[src/core/iss_pkg.sv]
// iss_pkg: constants, pin group and config layout for the sensor scan control
// assumes: one 40 MHz system clock, pins driven by an external timing controller
// Function
// - dac code is seven config bits
// - one config bit selects dual output stages
// - memory boost follows its control level
// - pixel reset level from active control
// - full reset wins over partial reset
// - shutter polarities: two low, three high
// - frame start loads row address, ends frame
// - row clock rise selects next row
// - line start loads column address, ends line
// - column clock edges give double pixel rate
// - config data shifts on config clock
// - config takes effect on load rise
// - line end pulse, not when windowing
// - frame end pulse, not when windowing
// - config end output shows shifted data
// - row start is config start times two
package iss_pkg;

  localparam int ROW_W = 12;
  localparam int COL_W = 11;
  localparam int DAC_W = 7;
  localparam int ROW_START_W = 10;
  localparam int COL_START_W = 11;
  localparam int CFG_W = DAC_W + 1 + ROW_START_W + COL_START_W;
  localparam int ADDR_W = 4;
  localparam int DATA_W = 16;

  // config shift register field positions
  localparam int CFG_DAC_LSB = 0;
  localparam int CFG_DUAL_POS = 7;
  localparam int CFG_ROW_LSB = 8;
  localparam int CFG_COL_LSB = 18;

  // register offsets
  localparam logic [ADDR_W-1:0] REG_LAST_ROW = 4'h0;
  localparam logic [ADDR_W-1:0] REG_LAST_COL = 4'h1;
  localparam logic [ADDR_W-1:0] REG_ROW = 4'h2;
  localparam logic [ADDR_W-1:0] REG_COL = 4'h3;
  localparam logic [ADDR_W-1:0] REG_CFG = 4'h4;
  localparam logic [ADDR_W-1:0] REG_FLAGS = 4'h5;

  // values after reset
  localparam logic [ROW_W-1:0] LAST_ROW_RST = 12'h7ff;
  localparam logic [COL_W-1:0] LAST_COL_RST = 11'h7ff;
  localparam logic [CFG_W-1:0] CFG_RST = 29'h0000_0000;

  typedef enum logic [2:0] {
    RST_NONE = 3'b001,
    RST_FULL = 3'b010,
    RST_PARTIAL = 3'b100
  } iss_reset_t;

  typedef struct packed {
    logic fullReset;
    logic partialResetCtrl;
    logic prechargeN;
    logic sampleN;
    logic memoryBoostCtrlN;
    logic frameStart;
    logic rowClock;
    logic lineStart;
    logic columnClock;
    logic cfgData;
    logic cfgClock;
    logic cfgLoad;
    logic columnHoldCtrlN;
    logic rowDeselect;
    logic columnPrechargeN;
    logic averaging;
  } iss_pins_t;

  // idle pin levels: low-active controls parked high
  localparam iss_pins_t PINS_IDLE = 16'h380a;

  typedef struct packed {
    logic [DAC_W-1:0] dacCode;
    logic dualOutput;
    logic [ROW_START_W-1:0] rowStart;
    logic [COL_START_W-1:0] colStart;
  } iss_cfg_t;

endpackage

[src/core/iss_scan_ctrl.sv]
// iss_scan_ctrl: pixel shutter drivers, row/column scan, serial config
// assumes: all sensor pins asynchronous to clk_sys; control pins stable for
// at least three system clocks; column clock at most a quarter of clk_sys
`timescale 1ns/1ps
`default_nettype none
module iss_scan_ctrl
  import iss_pkg::*;
(
  // clock and reset
  input wire logic clk_sys,
  input wire logic rst,
  // sensor pins from the timing controller
  input wire iss_pins_t pins,
  // register port
  input wire logic [ADDR_W-1:0] regAddr,
  input wire logic [DATA_W-1:0] regWdata,
  input wire logic regWr,
  input wire logic regRd,
  output logic [DATA_W-1:0] regRdata,
  // internal pixel array drives
  output iss_reset_t pixelReset,
  output logic prechargeOn,
  output logic sampleOn,
  output logic memBoostHigh,
  // scan addresses and column controls
  output logic [ROW_W-1:0] rowSel,
  output logic [COL_W-1:0] colSel,
  output logic columnHoldOn,
  output logic columnPrechargeOn,
  output logic rowDeselectOn,
  output logic averagingOn,
  // analog output setup
  output logic [DAC_W-1:0] dacCode,
  output logic dualOutput,
  // test outputs
  output logic lineEos,
  output logic frameEos,
  output logic cfgEos
);

  ////////////////////////////////////////////////////////////////////////////
  // synchronisers and edge detection

  iss_pins_t meta_q, sync_q, prev_q;

  always_ff @(posedge clk_sys) begin
    if (rst) begin
      // idle levels, so no pixel drive flickers on just after reset
      meta_q <= PINS_IDLE;
      sync_q <= PINS_IDLE;
      prev_q <= PINS_IDLE;
    end else begin
      meta_q <= pins;
      sync_q <= meta_q;
      prev_q <= sync_q;
    end
  end

  function automatic logic rise(input logic cur, input logic old);
    return cur & ~old;
  endfunction

  logic rowClkRise, colClkEdge, cfgClkRise, cfgLoadRise, frameRise, lineRise;
  assign rowClkRise = rise(sync_q.rowClock, prev_q.rowClock);
  assign colClkEdge = sync_q.columnClock ^ prev_q.columnClock;
  assign cfgClkRise = rise(sync_q.cfgClock, prev_q.cfgClock);
  assign cfgLoadRise = rise(sync_q.cfgLoad, prev_q.cfgLoad);
  assign frameRise = rise(sync_q.frameStart, prev_q.frameStart);
  assign lineRise = rise(sync_q.lineStart, prev_q.lineStart);

  ////////////////////////////////////////////////////////////////////////////
  // pixel shutter drivers

  always_ff @(posedge clk_sys) begin
    if (rst) begin
      pixelReset <= RST_NONE;
      prechargeOn <= 1'b0;
      sampleOn <= 1'b0;
      memBoostHigh <= 1'b0;
    end else begin
      if (sync_q.fullReset) begin
        pixelReset <= RST_FULL;
      end else if (sync_q.partialResetCtrl) begin
        pixelReset <= RST_PARTIAL;
      end else begin
        pixelReset <= RST_NONE;
      end
      prechargeOn <= ~sync_q.prechargeN;
      sampleOn <= ~sync_q.sampleN;
      memBoostHigh <= sync_q.memoryBoostCtrlN;
    end
  end

  ////////////////////////////////////////////////////////////////////////////
  // column readout controls, passed on in active-high form

  always_ff @(posedge clk_sys) begin
    if (rst) begin
      columnHoldOn <= 1'b0;
      columnPrechargeOn <= 1'b0;
      rowDeselectOn <= 1'b0;
      averagingOn <= 1'b0;
    end else begin
      columnHoldOn <= ~sync_q.columnHoldCtrlN;
      columnPrechargeOn <= ~sync_q.columnPrechargeN;
      rowDeselectOn <= sync_q.rowDeselect;
      averagingOn <= sync_q.averaging;
    end
  end

  ////////////////////////////////////////////////////////////////////////////
  // serial configuration

  logic [CFG_W-1:0] cfgShift_q;
  iss_cfg_t cfg_q;

  always_ff @(posedge clk_sys) begin
    if (rst) begin
      cfgShift_q <= CFG_RST;
      cfgEos <= 1'b0;
    end else if (cfgClkRise) begin
      cfgShift_q <= {cfgShift_q[CFG_W-2:0], sync_q.cfgData};
      cfgEos <= cfgShift_q[CFG_W-1];
    end
  end

  always_ff @(posedge clk_sys) begin
    if (rst) begin
      cfg_q <= iss_cfg_t'(CFG_RST);
    end else if (cfgLoadRise) begin
      cfg_q.dacCode <= cfgShift_q[CFG_DAC_LSB +: DAC_W];
      cfg_q.dualOutput <= cfgShift_q[CFG_DUAL_POS];
      cfg_q.rowStart <= cfgShift_q[CFG_ROW_LSB +: ROW_START_W];
      cfg_q.colStart <= cfgShift_q[CFG_COL_LSB +: COL_START_W];
    end
  end

  always_ff @(posedge clk_sys) begin
    if (rst) begin
      dacCode <= '0;
      dualOutput <= 1'b0;
    end else begin
      dacCode <= cfg_q.dacCode;
      dualOutput <= cfg_q.dualOutput;
    end
  end

  ////////////////////////////////////////////////////////////////////////////
  // row scan

  logic [ROW_W-1:0] lastRow_q;
  logic [COL_W-1:0] lastCol_q;
  logic [ROW_W-1:0] rowStartAddr;
  logic rowFull_q, colFull_q;

  assign rowStartAddr = ROW_W'({cfg_q.rowStart, 1'b0});

  always_ff @(posedge clk_sys) begin
    if (rst) begin
      rowSel <= '0;
      rowFull_q <= 1'b1;
    end else if (sync_q.frameStart) begin
      rowSel <= rowStartAddr;
      if (frameRise) begin
        rowFull_q <= (rowSel == lastRow_q) && (rowStartAddr == '0);
      end
    end else if (rowClkRise && rowSel != lastRow_q) begin
      rowSel <= rowSel + ROW_W'(1);
    end
  end

  always_ff @(posedge clk_sys) begin
    if (rst) begin
      frameEos <= 1'b0;
    end else begin
      frameEos <= !sync_q.frameStart && rowClkRise && rowFull_q
        && (rowSel + ROW_W'(1) == lastRow_q);
    end
  end

  ////////////////////////////////////////////////////////////////////////////
  // column scan, one step per column clock edge

  always_ff @(posedge clk_sys) begin
    if (rst) begin
      colSel <= '0;
      colFull_q <= 1'b1;
    end else if (sync_q.lineStart) begin
      colSel <= cfg_q.colStart;
      if (lineRise) begin
        colFull_q <= (colSel == lastCol_q) && (cfg_q.colStart == '0);
      end
    end else if (colClkEdge && colSel != lastCol_q) begin
      colSel <= colSel + COL_W'(1);
    end
  end

  always_ff @(posedge clk_sys) begin
    if (rst) begin
      lineEos <= 1'b0;
    end else begin
      lineEos <= !sync_q.lineStart && colClkEdge && colFull_q
        && (colSel + COL_W'(1) == lastCol_q);
    end
  end

  ////////////////////////////////////////////////////////////////////////////
  // register port

  always_ff @(posedge clk_sys) begin
    if (rst) begin
      lastRow_q <= LAST_ROW_RST;
      lastCol_q <= LAST_COL_RST;
    end else if (regWr) begin
      if (regAddr == REG_LAST_ROW) begin
        lastRow_q <= regWdata[ROW_W-1:0];
      end
      if (regAddr == REG_LAST_COL) begin
        lastCol_q <= regWdata[COL_W-1:0];
      end
    end
  end

  always_ff @(posedge clk_sys) begin
    if (rst) begin
      regRdata <= '0;
    end else if (regRd) begin
      case (regAddr)
        REG_LAST_ROW: regRdata <= DATA_W'(lastRow_q);
        REG_LAST_COL: regRdata <= DATA_W'(lastCol_q);
        REG_ROW: regRdata <= DATA_W'(rowSel);
        REG_COL: regRdata <= DATA_W'(colSel);
        REG_CFG: regRdata <= DATA_W'({cfg_q.dualOutput, cfg_q.dacCode});
        REG_FLAGS: regRdata <= DATA_W'({colFull_q, rowFull_q});
        default: regRdata <= '0;
      endcase
    end else begin
      regRdata <= '0;
    end
  end

  ////////////////////////////////////////////////////////////////////////////
  // checks

  full_wins_a: assert property (@(posedge clk_sys) disable iff (rst)
    sync_q.fullReset && sync_q.partialResetCtrl |=> pixelReset == RST_FULL)
    else $error("full reset did not win");

  partial_level_a: assert property (@(posedge clk_sys) disable iff (rst)
    !sync_q.fullReset && sync_q.partialResetCtrl |=> pixelReset == RST_PARTIAL)
    else $error("partial reset level missing");

  boost_follow_a: assert property (@(posedge clk_sys) disable iff (rst)
    $fell(pins.memoryBoostCtrlN) |-> ##3 !memBoostHigh)
    else $error("memory boost not low three cycles after pin fell");

  sample_polarity_a: assert property (@(posedge clk_sys) disable iff (rst)
    (pins.sampleN == 1'b0) [*4] |-> sampleOn)
    else $error("sample not active while pin low");

  frame_load_a: assert property (@(posedge clk_sys) disable iff (rst)
    sync_q.frameStart |=> rowSel == {$past(cfg_q.rowStart), 1'b0})
    else $error("row address not loaded with doubled start");

  row_step_a: assert property (@(posedge clk_sys) disable iff (rst)
    rowClkRise && !sync_q.frameStart && rowSel != lastRow_q
    |=> rowSel == $past(rowSel) + ROW_W'(1))
    else $error("row did not advance");

  col_step_a: assert property (@(posedge clk_sys) disable iff (rst)
    colClkEdge && !sync_q.lineStart && colSel != lastCol_q
    |=> colSel == $past(colSel) + COL_W'(1))
    else $error("column did not advance on clock edge");

  line_load_a: assert property (@(posedge clk_sys) disable iff (rst)
    sync_q.lineStart |=> colSel == $past(cfg_q.colStart))
    else $error("column address not loaded");

  cfg_hold_a: assert property (@(posedge clk_sys) disable iff (rst)
    !cfgLoadRise |=> $stable(cfg_q))
    else $error("config changed without load rise");

  cfg_shift_a: assert property (@(posedge clk_sys) disable iff (rst)
    cfgClkRise |=> cfgShift_q[0] == $past(sync_q.cfgData))
    else $error("config bit not shifted in");

  eos_window_a: assert property (@(posedge clk_sys) disable iff (rst)
    !colFull_q |-> !lineEos ##1 1'b1)
    else $error("line end pulse while windowing");

  frame_eos_window_a: assert property (@(posedge clk_sys) disable iff (rst)
    !rowFull_q |=> !frameEos)
    else $error("frame end pulse while windowing");

  dac_apply_a: assert property (@(posedge clk_sys) disable iff (rst)
    cfgLoadRise |=> ##1 dacCode == $past(cfgShift_q[CFG_DAC_LSB +: DAC_W], 2))
    else $error("dac code not applied after load");

  cover_frame_c: cover property (@(posedge clk_sys) disable iff (rst) frameEos);
  cover_line_c: cover property (@(posedge clk_sys) disable iff (rst) lineEos);
  cover_both_c: cover property (@(posedge clk_sys) disable iff (rst)
    sync_q.fullReset && sync_q.partialResetCtrl);
  cover_load_c: cover property (@(posedge clk_sys) disable iff (rst) cfgLoadRise);

endmodule // iss_scan_ctrl
`default_nettype wire

[config.mk]
export PLATFORM = sky130hd
export DESIGN_NAME = iss_scan_ctrl
export DESIGN_NICKNAME = d
export VERILOG_FILES = /design/src/core/iss_pkg.sv /design/src/core/iss_scan_ctrl.sv
export SDC_FILE = /design/constraint.sdc
export NUM_CORES = 1
export LEC_CHECK = 0
export ABC_AREA = 0
export BUFFER_PORTS_ARGS = -buffer_cell sky130_fd_sc_hd__buf_2
export CORE_MARGIN = 2
export CORE_UTILIZATION = 62
export CTS_CLUSTER_SIZE = 14
export DETAILED_ROUTE_END_ITERATION = 7
export PLACE_DENSITY = 0.89
export SLEW_MARGIN = 20
export SYNTH_ARGS = -nofsm -noshare
export SYNTH_HDL_FRONTEND = slang
export SYNTH_SLANG_ARGS = --single-unit
[constraint.sdc]
create_clock -name clk_sys -period 2.95 [get_ports clk_sys]
set_clock_uncertainty 0.05 [all_clocks]
set_input_delay 0.295 -clock clk_sys [delete_from_list [all_inputs] [get_ports clk_sys]]
set_output_delay 0.295 -clock clk_sys [all_outputs]
set_load 0.02 [all_outputs]
# Yosys cells after proc, flatten, opt, wreduce, memory -nomap -nowiden
# Cells that the tools add are included.
totals:
  register_bits: 181
  inputBits: 40
  output_inout_bits: 60
  word_cells: 125
classes:
  addsub: 2
  n_mux: 7
  n_reduce_logical: 24
  bitwise_logic: 16
  n_eq_ne: 11
ops:
  columns: ["operator", "n"]
  rows:
  - ["$pmux 12 s6", 1]
  - ["$mux 11", 4]
  - ["$eq 12x12->1", 2]
  - ["$eq 11x11->1", 2]
  - ["$add 12x1->12 const B", 1]
  - ["$logic_not 12->1", 1]
  - ["$ne 12x12->1", 1]
  - ["$add 11x1->11 const B", 1]
  - ["$logic_not 11->1", 1]
  - ["$ne 11x11->1", 1]
  - ["$logic_and 1x1->1", 10]
  - ["$not 1->1", 10]
  - ["$eq 4x2->1 const B", 2]
  - ["$eq 4x3->1 const B", 2]
  - ["$reduce_and 2->1", 4]
  - ["$reduce_or 2->1", 3]
  - ["$and 1x1->1", 5]
  - ["$eq 4x1->1 const B", 1]
  - ["$logic_not 4->1", 1]
  - ["$reduce_bool 2->1", 2]
  - ["$mux 3", 1]
  - ["$logic_not 1->1", 2]
  - ["$mux 2", 1]
  - ["$xor 1x1->1", 1]

# Logic depth before layout (Yosys ltp)
# Gate-level depths: netlist of run 1.
depth:
  ltp_word: 5
  mapped_depth: 7
  ltp_nobuf: 6

# Worst setup path before layout of run 1
# Ideal clock, no wire load.
synth_path:
  path_type: "reg-to-reg"
  startpoint: "register rowSel[0]"
  endpoint: "register frameEos"
  setup_time_ps: 92
  path_slack_ps: 803
  stages_incl_launch_ff: 8
  path_buffers: 1
  required_time_ps: 2808
  t_arrival_ps: 2005
  period_less_slack_ps: 2147
  path_cell_list: "dfxtp_1 ha_1 and3_1 clkbuf_1 nand2b_1 a2111oi_0 o2111ai_1 nor4_1"
synth_via:
  elab_chain_len: 3
synth_rtl:
  columns: ["element", "line", "source"]
  rows:
  - ["start: declaration", "iss_scan_ctrl.sv:26", "output logic [ROW_W-1:0] rowSel,"]
  - ["start signal: assignment", "iss_scan_ctrl.sv:163", "rowSel <= rowStartAddr;"]
  - ["start signal: assignment", "iss_scan_ctrl.sv:168", "rowSel <= rowSel + ROW_W'(1);"]
  - ["$add 12x1->12", "iss_scan_ctrl.sv:177", "&& (rowSel + ROW_W'(1) == lastRow_q);"]
  - ["$eq 12x12->1", "iss_scan_ctrl.sv:177", null]
  - ["$logic_and 1x1->1", "iss_scan_ctrl.sv:177", null]
  - ["end signal: assignment", "iss_scan_ctrl.sv:176", "frameEos <= !sync_q.frameStart && rowClkRise && rowFull_q"]
  - ["end: declaration", "iss_scan_ctrl.sv:37", "output logic frameEos,"]
# Every way passes these cells.
# A chain may end at the register's enable or synchronous reset.

# Worst setup path in the final report of run 1
layout_path:
  startpoint: "register rowSel[5]"
  endpoint: "register rowSel[2]"
layout_via:
  elab_chain_len: 3
layout_rtl:
  columns: ["element", "line", "source"]
  rows:
  - ["$ne 12x12->1", "iss_scan_ctrl.sv:167", "end else if (rowClkRise && rowSel != lastRow_q) begin"]
  - ["$logic_and 1x1->1", "iss_scan_ctrl.sv:167", null]
  - ["$reduce_bool 2->1 (no line)", null, null]
# Every way passes these cells.

==> summary.md, run 1 <==
| Metric | Value |
|---|---|
| Global-route wire length before repair | 28.6 mm |
| Clock slew at reported path FFs | 0.07 ns |
| Fillers | 847 |
| Worst-path cell chain | xor2_1, nor4b_2, a31oi_2, and3b_1, o31a_1 |
| Pleak | 3.22 nW |
| Total power draw | 4.97 mW |
| Min cycle time layout | 2.48 ns |
| Startpoint types | flop |
| Synth top area cells | dfxtp_1, nand2_1, a21oi_1 |
| Syn Area/Cell | 8.75 sq um |
| Fin. Hold Viols | 0 |
| Most used DFF post-synth | dfxtp_1 |
| Grt total ovfl | 0 |
| VDD IR max | 665 uV |
| Synthesized area | 0.00735 sq mm |
| Vias in the first global route | 5793 |
| Type of the worst min-delay path | primary input to flop |
| Detailed-route wire length | 18.0 mm |
| Die H | 113 microns |
| # setup viols final | 0 |
| Die width | 113 microns |
| First drt pass iteration count | 8 |
| Worst EP arrival | 2.75 ns |
| Fraction of registers with async set or reset after synthesis | 0% |
| Synth Area in Compound Gates | 16.6% |
| Number of port buffers | 91 |
| EDFF count, synth | 0 |
| MaxCap Viol Count | 0 |
| Main combinational cell family by area after synthesis | simple AND/OR/NAND/NOR gates |
| Area Growth Syn to Fin | 15.2% |
| Die area | 0.0127 sq mm |
| Post-synthesis sequential area ratio | 48.2% |
| Drt first-iter violations | 843 |
| Synth top area share | 48.2% |
| Slew HR | 48.4% |
| Wire length per cell | 16.9 microns |
| CTS Buf Count | 17 |
| # resized after CTS | 0 |
| Cells after Synth | 841 |
| I/O pin total | 100 |
| # Post-CTS Setup Buffers | 0 |
| TritonCTS clock tree | done |
| CORE AREA | 0.0115 sq mm |
| Post-synthesis mux area share | 0.561% |
| # rows | 39 |
| Run status | complete, but fails checks |
| Root buf cell | clkbuf_16 |
| YS warnings | 0 |
| Starting Density | 63.9% |
| Utilization after layout | 73.6% |
| Crit-path max cell delay | 0.62 ns |
| CTS Sinks | 177 |
| Post-synth cell types | 62 |
| Required @ worst endpoint | 3.22 ns |
| Global Route Usage Sum | 28.3% |
| Most frequent cells in the layout | dfxtp_1, nand2_1, buf_2 |
| Post-synthesis sequential element count | 177 |
| Fin Hold WS | 0.0169 ns |
| DRC | 9 |
| Final #Nets | 952 |
| Initial antenna violation count | 1 |
| Crit end category | flop |
| Xor/xnor share of the synthesized area | 4.97% |
| Cell taking the most area after synthesis | dfxtp_1 |
| H-tree levels | 4 |
| Pwr dens | 587 mW/mm^2 |
| Share of the clock period used by the worst path after layout | 84.1% |
| Adder-cell share of the synthesized area | 0.340% |
| Slew at the pin with the worst max-slew slack | 0.772 ns |
| Setup TNS | 0 ns |
| Largest net degree at the start of global routing | 78 |
| Peak Freq | 0.403 GHz |
| Post-DRT Antenna Nets | 0 |
| Clk Latency, worst-skew pair | 0.43 ns |
| Routed via count | 6420 |
| Critical path fanouts, max | 17 |
| Share of layout cells above drive strength 1 | 17.9% |
| Simple-gate portion of the synthesized area | 24.7% |
| Most common cell after layout, fill and taps aside | dfxtp_1 |
| Via-per-instance ratio | 6.02 |
| RSZ-0062 raised after global routing | no |
| Violated checks | design-rule violations |
| GP Congestion | 0.935 |
| Hpwl dp | 11.8 mm |
| Worst Setup Path Type | flop to flop |
| CP max stage cell | nor4b_2 |
| Slew Viols, Final | 0 |
| Clk buf depth | 2 |
-- kinds of logic after synthesis --
kind of cell,Yosys count
other cells,1
flops,177
fa+ha+maj,2
xor+xnor,40
simple gates,353
buf+inv,81
mux,4
compound gates,183
-- Yosys cell counts (all sizes together) (10+ instances only) --
library cell	instances
nand3	15
nor4	12
clkbuf	44
a211o	12
a21oi	75
nand3b	10
a31oi	12
nand2	158
and3	15
buf	23
nor2b	43
a22oi	21
nor2	26
inv	14
dfxtp	177
or2	11
xor2	26
o21ai	12
nor3	11
a211oi	11
xnor2	14
-- area by class of cell --
type	count	area, sq um	share of cell area, %
Sequential cell	177	3540	41.8
Multi-Input combinational cell	586	3490	41.2
Timing Repair Buffer	114	643	7.59
Clock buffer	21	460	5.43
Tap cell	143	179	2.11
Clock inverter	10	100	1.18
Inverter	14	52.6	0.620
Antenna cell	1	2.50	0.0295
-- timing repair --
item | 4_1_cts | 5_1_grt
hold buffers | 5 | 0
hold endpoints to repair | 5 | 0
endpoints found under the setup margin | 0 | 0
-- stage by stage --
stage,worst slack [ns],std cells,instance area (sq um)
CTS,0.563,1065,8470
detailed placement,0.595,1029,7860
global route,0.340,1066,8470
global placement,0.654,1029,7860
finish,0.469,1066,8470
floorplan,0.803,844,7370
-- sequential cells by signal, indices dropped and copies added (netlist names), 3 cells and up --
register and count:
sync_q 16, meta_q 16, colSel 11, rowSel 12, lastCol_q 11, pixelReset 3
regRdata 12, prev_q 6, lastRow_q 12, cfgShift_q 29, cfg_q 29, dacCode 7
-- power breakdown --
part	internal, mW	switching (mW)	leakage (nW)
Clock	1.21	0.924	0.275
Combinational	0.127	0.207	1.50
Sequential	2.44	0.0583	1.44
-- worst paths after layout --
check                         start                endpoint  slack, ns  depth (start not counted)
min                         pins[5]    meta_q[5]$_SDFF_PP0_       0.02                          2
max          rowSel[5]$_SDFFE_PP0P_  rowSel[2]$_SDFFE_PP0P_       0.47                          5
max reg2reg  rowSel[5]$_SDFFE_PP0P_  rowSel[2]$_SDFFE_PP0P_       0.47                          5
min reg2reg   sync_q[13]$_SDFF_PP1_  prechargeOn$_SDFF_PP0_       0.33                          1
-- routing by layer --
layer / share of wire, % / track usage [%]
met1: 42 / 37.2
met3: 7.7 / 5.78
met5: 0 / 0
met2: 47 / 45.1
met4: 2.9 / 13.3
-- critical path, delay by kind of cell, from the launching register on --
family                    cells  cell delay, ns
DFF                           1            0.50
AOI/OAI and AO/OA             2            0.70
and+or+nand+nor               2            0.95
xor gates and xnor gates      1            0.17
(Power assumes the default switching activity.)
==> inputs of run 2 (changes only) <==
CORE_UTILIZATION = 52   (was 62)
PLACE_DENSITY = 0.8   (was 0.89)
clock period = 2.1 ns   (was 2.95 ns; I/O delays follow)
==> summary.md, run 2 (same netlist as run 1, synthesis figures left out) <==
| Metric | Value |
|---|---|
| Run status | finished clean |
| Global Route Usage Sum | 25.6% |
| H-tree levels | 4 |
| Slew HR | 59.4% |
| Worst EP arrival | 2.30 ns |
| Wire length per cell | 16.4 microns |
| DP Cell Count | 1113 |
| Clk Latency, worst-skew pair | 0.43 ns |
| Detailed-route wire length | 19.2 mm |
| Largest net degree at the start of global routing | 56 |
| Global-route wire length before repair | 30.0 mm |
| Share of the clock period used by the worst path after layout | 96.4% |
| Pwr dens | 788 mW/mm^2 |
| Number of port buffers | 91 |
| Met3 WL | 1.27 mm |
| DRC | 0 |
| Die H | 123 microns |
| Drt first-iter violations | 571 |
| Combinational group share of total power | 8.1% |
| Grt total ovfl | 0 |
| Slew Viols, Final | 0 |
| Type of the worst min-delay path | primary input to flop |
| Most common cell after layout, fill and taps aside | dfxtp_1 |
| RSZ-0062 raised after global routing | yes |
| TritonCTS clock tree | done |
| Setup WS post-layout | 0.0765 ns |
| M1 WL | 8.37 mm |
| Non-Filler Instances | 1173 |
| Min cycle time layout | 2.02 ns |
| # setup viols final | 0 |
| First drt pass iteration count | 5 |
| Vias in the first global route | 5960 |
| Slew at the pin with the worst max-slew slack | 0.608 ns |
| Crit end category | flop |
| Final #Nets | 1021 |
| Initial antenna violation count | 0 |
| MaxCap Viol Count | 0 |
| Die area | 0.0151 sq mm |
| Final Cell Area | 0.00916 sq mm |
| Reg power frac | 48.3% |
| Root buf cell | clkbuf_16 |
| Post-DRT Antenna Nets | 0 |
| Fin. Hold Viols | 0 |
| Total power draw | 7.22 mW |
| CP max stage cell | a2111oi_0 |
| Starting Density | 53.2% |
| # rows | 43 |
| VDD IR max | 579 uV |
| Crit path max-delay family | compound AO/OA/AOI/OAI gates |
| Pleak | 3.57 nW |
| Critical path fanouts, max | 7 |
| CTS Buf Count | 17 |
| Clk buf depth | 2 |
| Startpoint types | flop |
| GP Congestion | 0.942 |
| Max layer used | met4 |
| CORE AREA | 0.0138 sq mm |
| Cell Area, Placed | 0.00827 sq mm |
| Via-per-instance ratio | 5.60 |
| Most frequent cells in the layout | dfxtp_1, nand2_1, buf_2 |
| I/O pin total | 100 |
| Share of layout cells above drive strength 1 | 23.2% |
| Sw frac | 25.4% |
| Largest registers | cfgShift_q (29), cfg_q (29) |
| CTS Sinks | 177 |
| Die width | 123 microns |
| Internal Dissipation | 5.38 mW |
| R2r setup slk | 0.08 ns |
| Peak Freq | 0.494 GHz |
| Clock slew at reported path FFs | 0.07 ns |
| Crit-path max cell delay | 0.42 ns |
| Required @ worst endpoint | 2.38 ns |
| Clock power frac | 43.7% |
| Hpwl dp | 13.0 mm |
| Routed via count | 6563 |
| Area Growth Syn to Fin | 24.6% |
| Worst Setup Path Type | flop to flop |
| Sw Pwr | 1.83 mW |
| Worst-path cell chain | ha_1, xnor2_1, o311ai_1, a2111oi_0, o2111ai_1, nor4_1 |
| Routed met2 length | 9.14 mm |
| Number of buffer and inverter stages on the critical path | 0 |
| DP Worst Slack | 0.0577 ns |
[run 2: worst reg2reg max path, stage by stage, from the launching register on]
cell and delay [ns]:
dfxtp_2 0.37, ha_1 0.34, xnor2_1 0.15, o311ai_1 0.13, a2111oi_0 0.42, o2111ai_1 0.16, nor4_1 0.29
[run 2: what timing repair did]
item                                   CTS  global route
buffers inserted                         0             2
endpoints found under the hold margin   26             0
hold buffers                            25             0
setup endpoints to repair                0            10
resized for setup                        0            10
[run 2: area by class of cell]
class                      count  area [sq um]
sequential                   177          3550
antenna                        2          5.00
tap                          180           225
timing repair buffer         183          1210
clock inverter                13           139
fill                        1073          4670
multi-input combinational    586          3540
inverter                      14          52.6
clock buffer                  18           439
[run 2: power groups by stage]
stage / registers (mW) / logic (mW) / clock network (mW)
2_1_floorplan: 3.58 / 0.305 / 0
3_3_place_gp: 3.55 / 0.525 / 0
3_5_place_dp: 3.56 / 0.528 / 0
4_1_cts: 3.48 / 0.568 / 3.17
5_1_grt: 3.49 / 0.631 / 3.32
6_report: 3.48 / 0.583 / 3.15
[run 2: stage by stage]
step                      util, %  hold slack (ns)  TNS (ns)
after floorplan                 -            0.264         0
final                        66.3          0.00861         0
after detailed placement     59.8            0.320         0
after global routing         66.2           0.0191   -0.0600
after global placement       59.8            0.321         0
after CTS                    65.8          0.00454         0
[run 2: routing by layer]
metal	vias to the layer above	track usage (%)
li1	3194	-
met2	240	41.2
met3	33	5.12
met1	3096	34.5
met4	0	8.69
met5	-	0
[run 2: worst paths after layout]
path | start | endpoint | cells past startpoint
max | rowSel[0]$_SDFFE_PP0P_ | frameEos$_SDFF_PP0_ | 6
min | regWdata[11] | lastRow_q[11]$_SDFFE_PP0P_ | 3
max reg2reg | rowSel[0]$_SDFFE_PP0P_ | frameEos$_SDFF_PP0_ | 6
min reg2reg | sync_q[3]$_SDFF_PP1_ | columnHoldOn$_SDFF_PP0_ | 1
==> inputs of run 3 (changes only) <==
CORE_UTILIZATION = 26   (was 52)
CTS_BUF_LIST = sky130_fd_sc_hd__clkbuf_2   (was default)
PLACE_DENSITY = 0.48   (was 0.8)
==> summary.md, run 3 (same netlist as run 1, synthesis figures left out) <==
| Metric | Value |
|---|---|
| Critical path fanouts, max | 8 |
| Largest net degree at the start of global routing | 101 |
| Worst EP arrival | 2.63 ns |
| Global Route Usage Sum | 15.1% |
| Largest registers | cfgShift_q (29), cfg_q (29) |
| Final #Nets | 1075 |
| # setup viols final | 0 |
| Area Growth Syn to Fin | 32.1% |
| H-tree levels | 4 |
| Detailed-route wire length | 22.0 mm |
| Crit-path max cell delay | 0.51 ns |
| VDD IR max | 281 uV |
| Global-route wire length before repair | 34.5 mm |
| Setup TNS | 0 ns |
| Most common cell after layout, fill and taps aside | dfxtp_1 |
| Fin. Hold Viols | 0 |
| Starting Density | 26.5% |
| Internal Dissipation | 4.32 mW |
| I/O pin total | 100 |
| Run status | finished clean |
| Non-Filler Instances | 1429 |
| Die width | 172 microns |
| Root buf cell | clkbuf_2 |
| Fillers | 2957 |
| Peak Freq | 0.500 GHz |
| Die area | 0.0296 sq mm |
| DRC | 0 |
| CTS Buf Count | 17 |
| # rows | 61 |
| Clock power frac | 30.7% |
| Fin Hold WS | 0.0892 ns |
| Reg power frac | 58.0% |
| Hpwl dp | 15.3 mm |
| CORE AREA | 0.0278 sq mm |
| Vias in the first global route | 6249 |
| Initial antenna violation count | 1 |
| Sw frac | 28.3% |
| Drt first-iter violations | 377 |
| Grt total ovfl | 0 |
| Number of buffer and inverter stages on the critical path | 1 |
| CP max stage cell | or4_1 |
| Slew HR | 54.5% |
| Number of port buffers | 91 |
| MaxCap Viol Count | 0 |
| Crit end category | flop |
| Sw Pwr | 1.70 mW |
| First drt pass iteration count | 5 |
| Clock slew at reported path FFs | 0.29 ns |
| DP Worst Slack | 0.0317 ns |
| Die H | 172 microns |
| Share of layout cells above drive strength 1 | 23.9% |
| Wire length per cell | 15.4 microns |
| TritonCTS clock tree | done |
| DP Cell Count | 1322 |
| Routed via count | 6609 |
| Combinational group share of total power | 11.2% |
| Min cycle time layout | 2.00 ns |
| Most frequent cells in the layout | dfxtp_1, nand2_1, buf_2 |
| Clk Latency, worst-skew pair | 0.76 ns |
| Slew Viols, Final | 0 |
| Post-DRT Antenna Nets | 0 |
| Required @ worst endpoint | 2.73 ns |
| Pwr dens | 620 mW/mm^2 |
| GP Congestion | 0.835 |
| Share of the clock period used by the worst path after layout | 95.3% |
| Crit path max-delay family | simple AND/OR/NAND/NOR gates |
| Via-per-instance ratio | 4.62 |
| Pleak | 3.69 nW |
| Utilization after layout | 35.0% |
| Type of the worst min-delay path | primary input to flop |
| Setup WS post-layout | 0.0993 ns |
| Worst Setup Path Type | flop to flop |
| Clk buf depth | 2 |
| Slew at the pin with the worst max-slew slack | 0.682 ns |
| CTS Sinks | 177 |
| Worst-path cell chain | buf_4, xor2_2, nor4_4, a31o_2, or4_1, a311oi_1 |
| Startpoint types | flop |
[run 3: layer usage]
layer	vias up	GRT usage [%]	routed length, microns
met5	-	0	0
met4	0	3.87	313
met3	21	3.41	1180
met2	183	24.3	10000
met1	3105	20.4	10500
li1	3300	-	-
[run 3: power groups by stage]
stage	Combinational [mW]	Clock (mW)	Sequential (mW)
after floorplan	0.305	0	3.58
after global placement	0.574	0	3.56
after detailed placement	0.575	0	3.56
after CTS	0.655	1.96	3.50
after global routing	0.734	2.07	3.51
final	0.676	1.85	3.50
[run 3: area by class of cell]
| cell class | count | area (sq um) | share of cell area (%) |
|---|---|---|---|
| inverters | 14 | 52.6 | 0.541 |
| well taps | 378 | 473 | 4.87 |
| multi-input cells | 586 | 3620 | 37.3 |
| clock buffers | 18 | 90.1 | 0.927 |
| flip-flops and latches | 177 | 3560 | 36.6 |
| diodes | 5 | 12.5 | 0.129 |
| clock inverters | 14 | 155 | 1.60 |
| repair buffers | 237 | 1750 | 18.0 |
[run 3: path summary, 6_finish.rpt]
| path | startpoint | to | slack [ns] | cells after the start |
|---|---|---|---|---|
| setup / recovery | colSel[4]$_SDFFE_PP0P_ | colSel[9]$_SDFFE_PP0P_ | 0.1 | 6 |
| hold / removal | regAddr[0] | regRdata[11]$_SDFF_PP0_ | 0.09 | 5 |
| setup reg to reg | colSel[4]$_SDFFE_PP0P_ | colSel[9]$_SDFFE_PP0P_ | 0.1 | 6 |
| hold reg to reg | sync_q[1]$_SDFF_PP1_ | columnPrechargeOn$_SDFF_PP0_ | 0.35 | 1 |
[run 3: through the flow]
| step | power, mW | cell area [sq um] |
|---|---|---|
| after floorplan | 3.89 | 7370 |
| after global placement | 4.13 | 8620 |
| final | 6.03 | 9710 |
| after global routing | 6.32 | 9710 |
| after detailed placement | 4.13 | 8620 |
| after CTS | 6.11 | 9500 |
[run 3: repair_timing]
action,in CTS,in global routing
endpoints found under the setup margin,4,13
endpoints found under the hold margin,154,5
resized for setup,2,24
buffers inserted,0,2
pin swaps,0,2
hold buffers,63,5
[run 3: worst min-delay path, stage by stage]
cell     delay (ns)
buf_2          0.19
nor4b_2        0.07
buf_4          0.18
a22oi_1        0.18
nor2_1         0.06
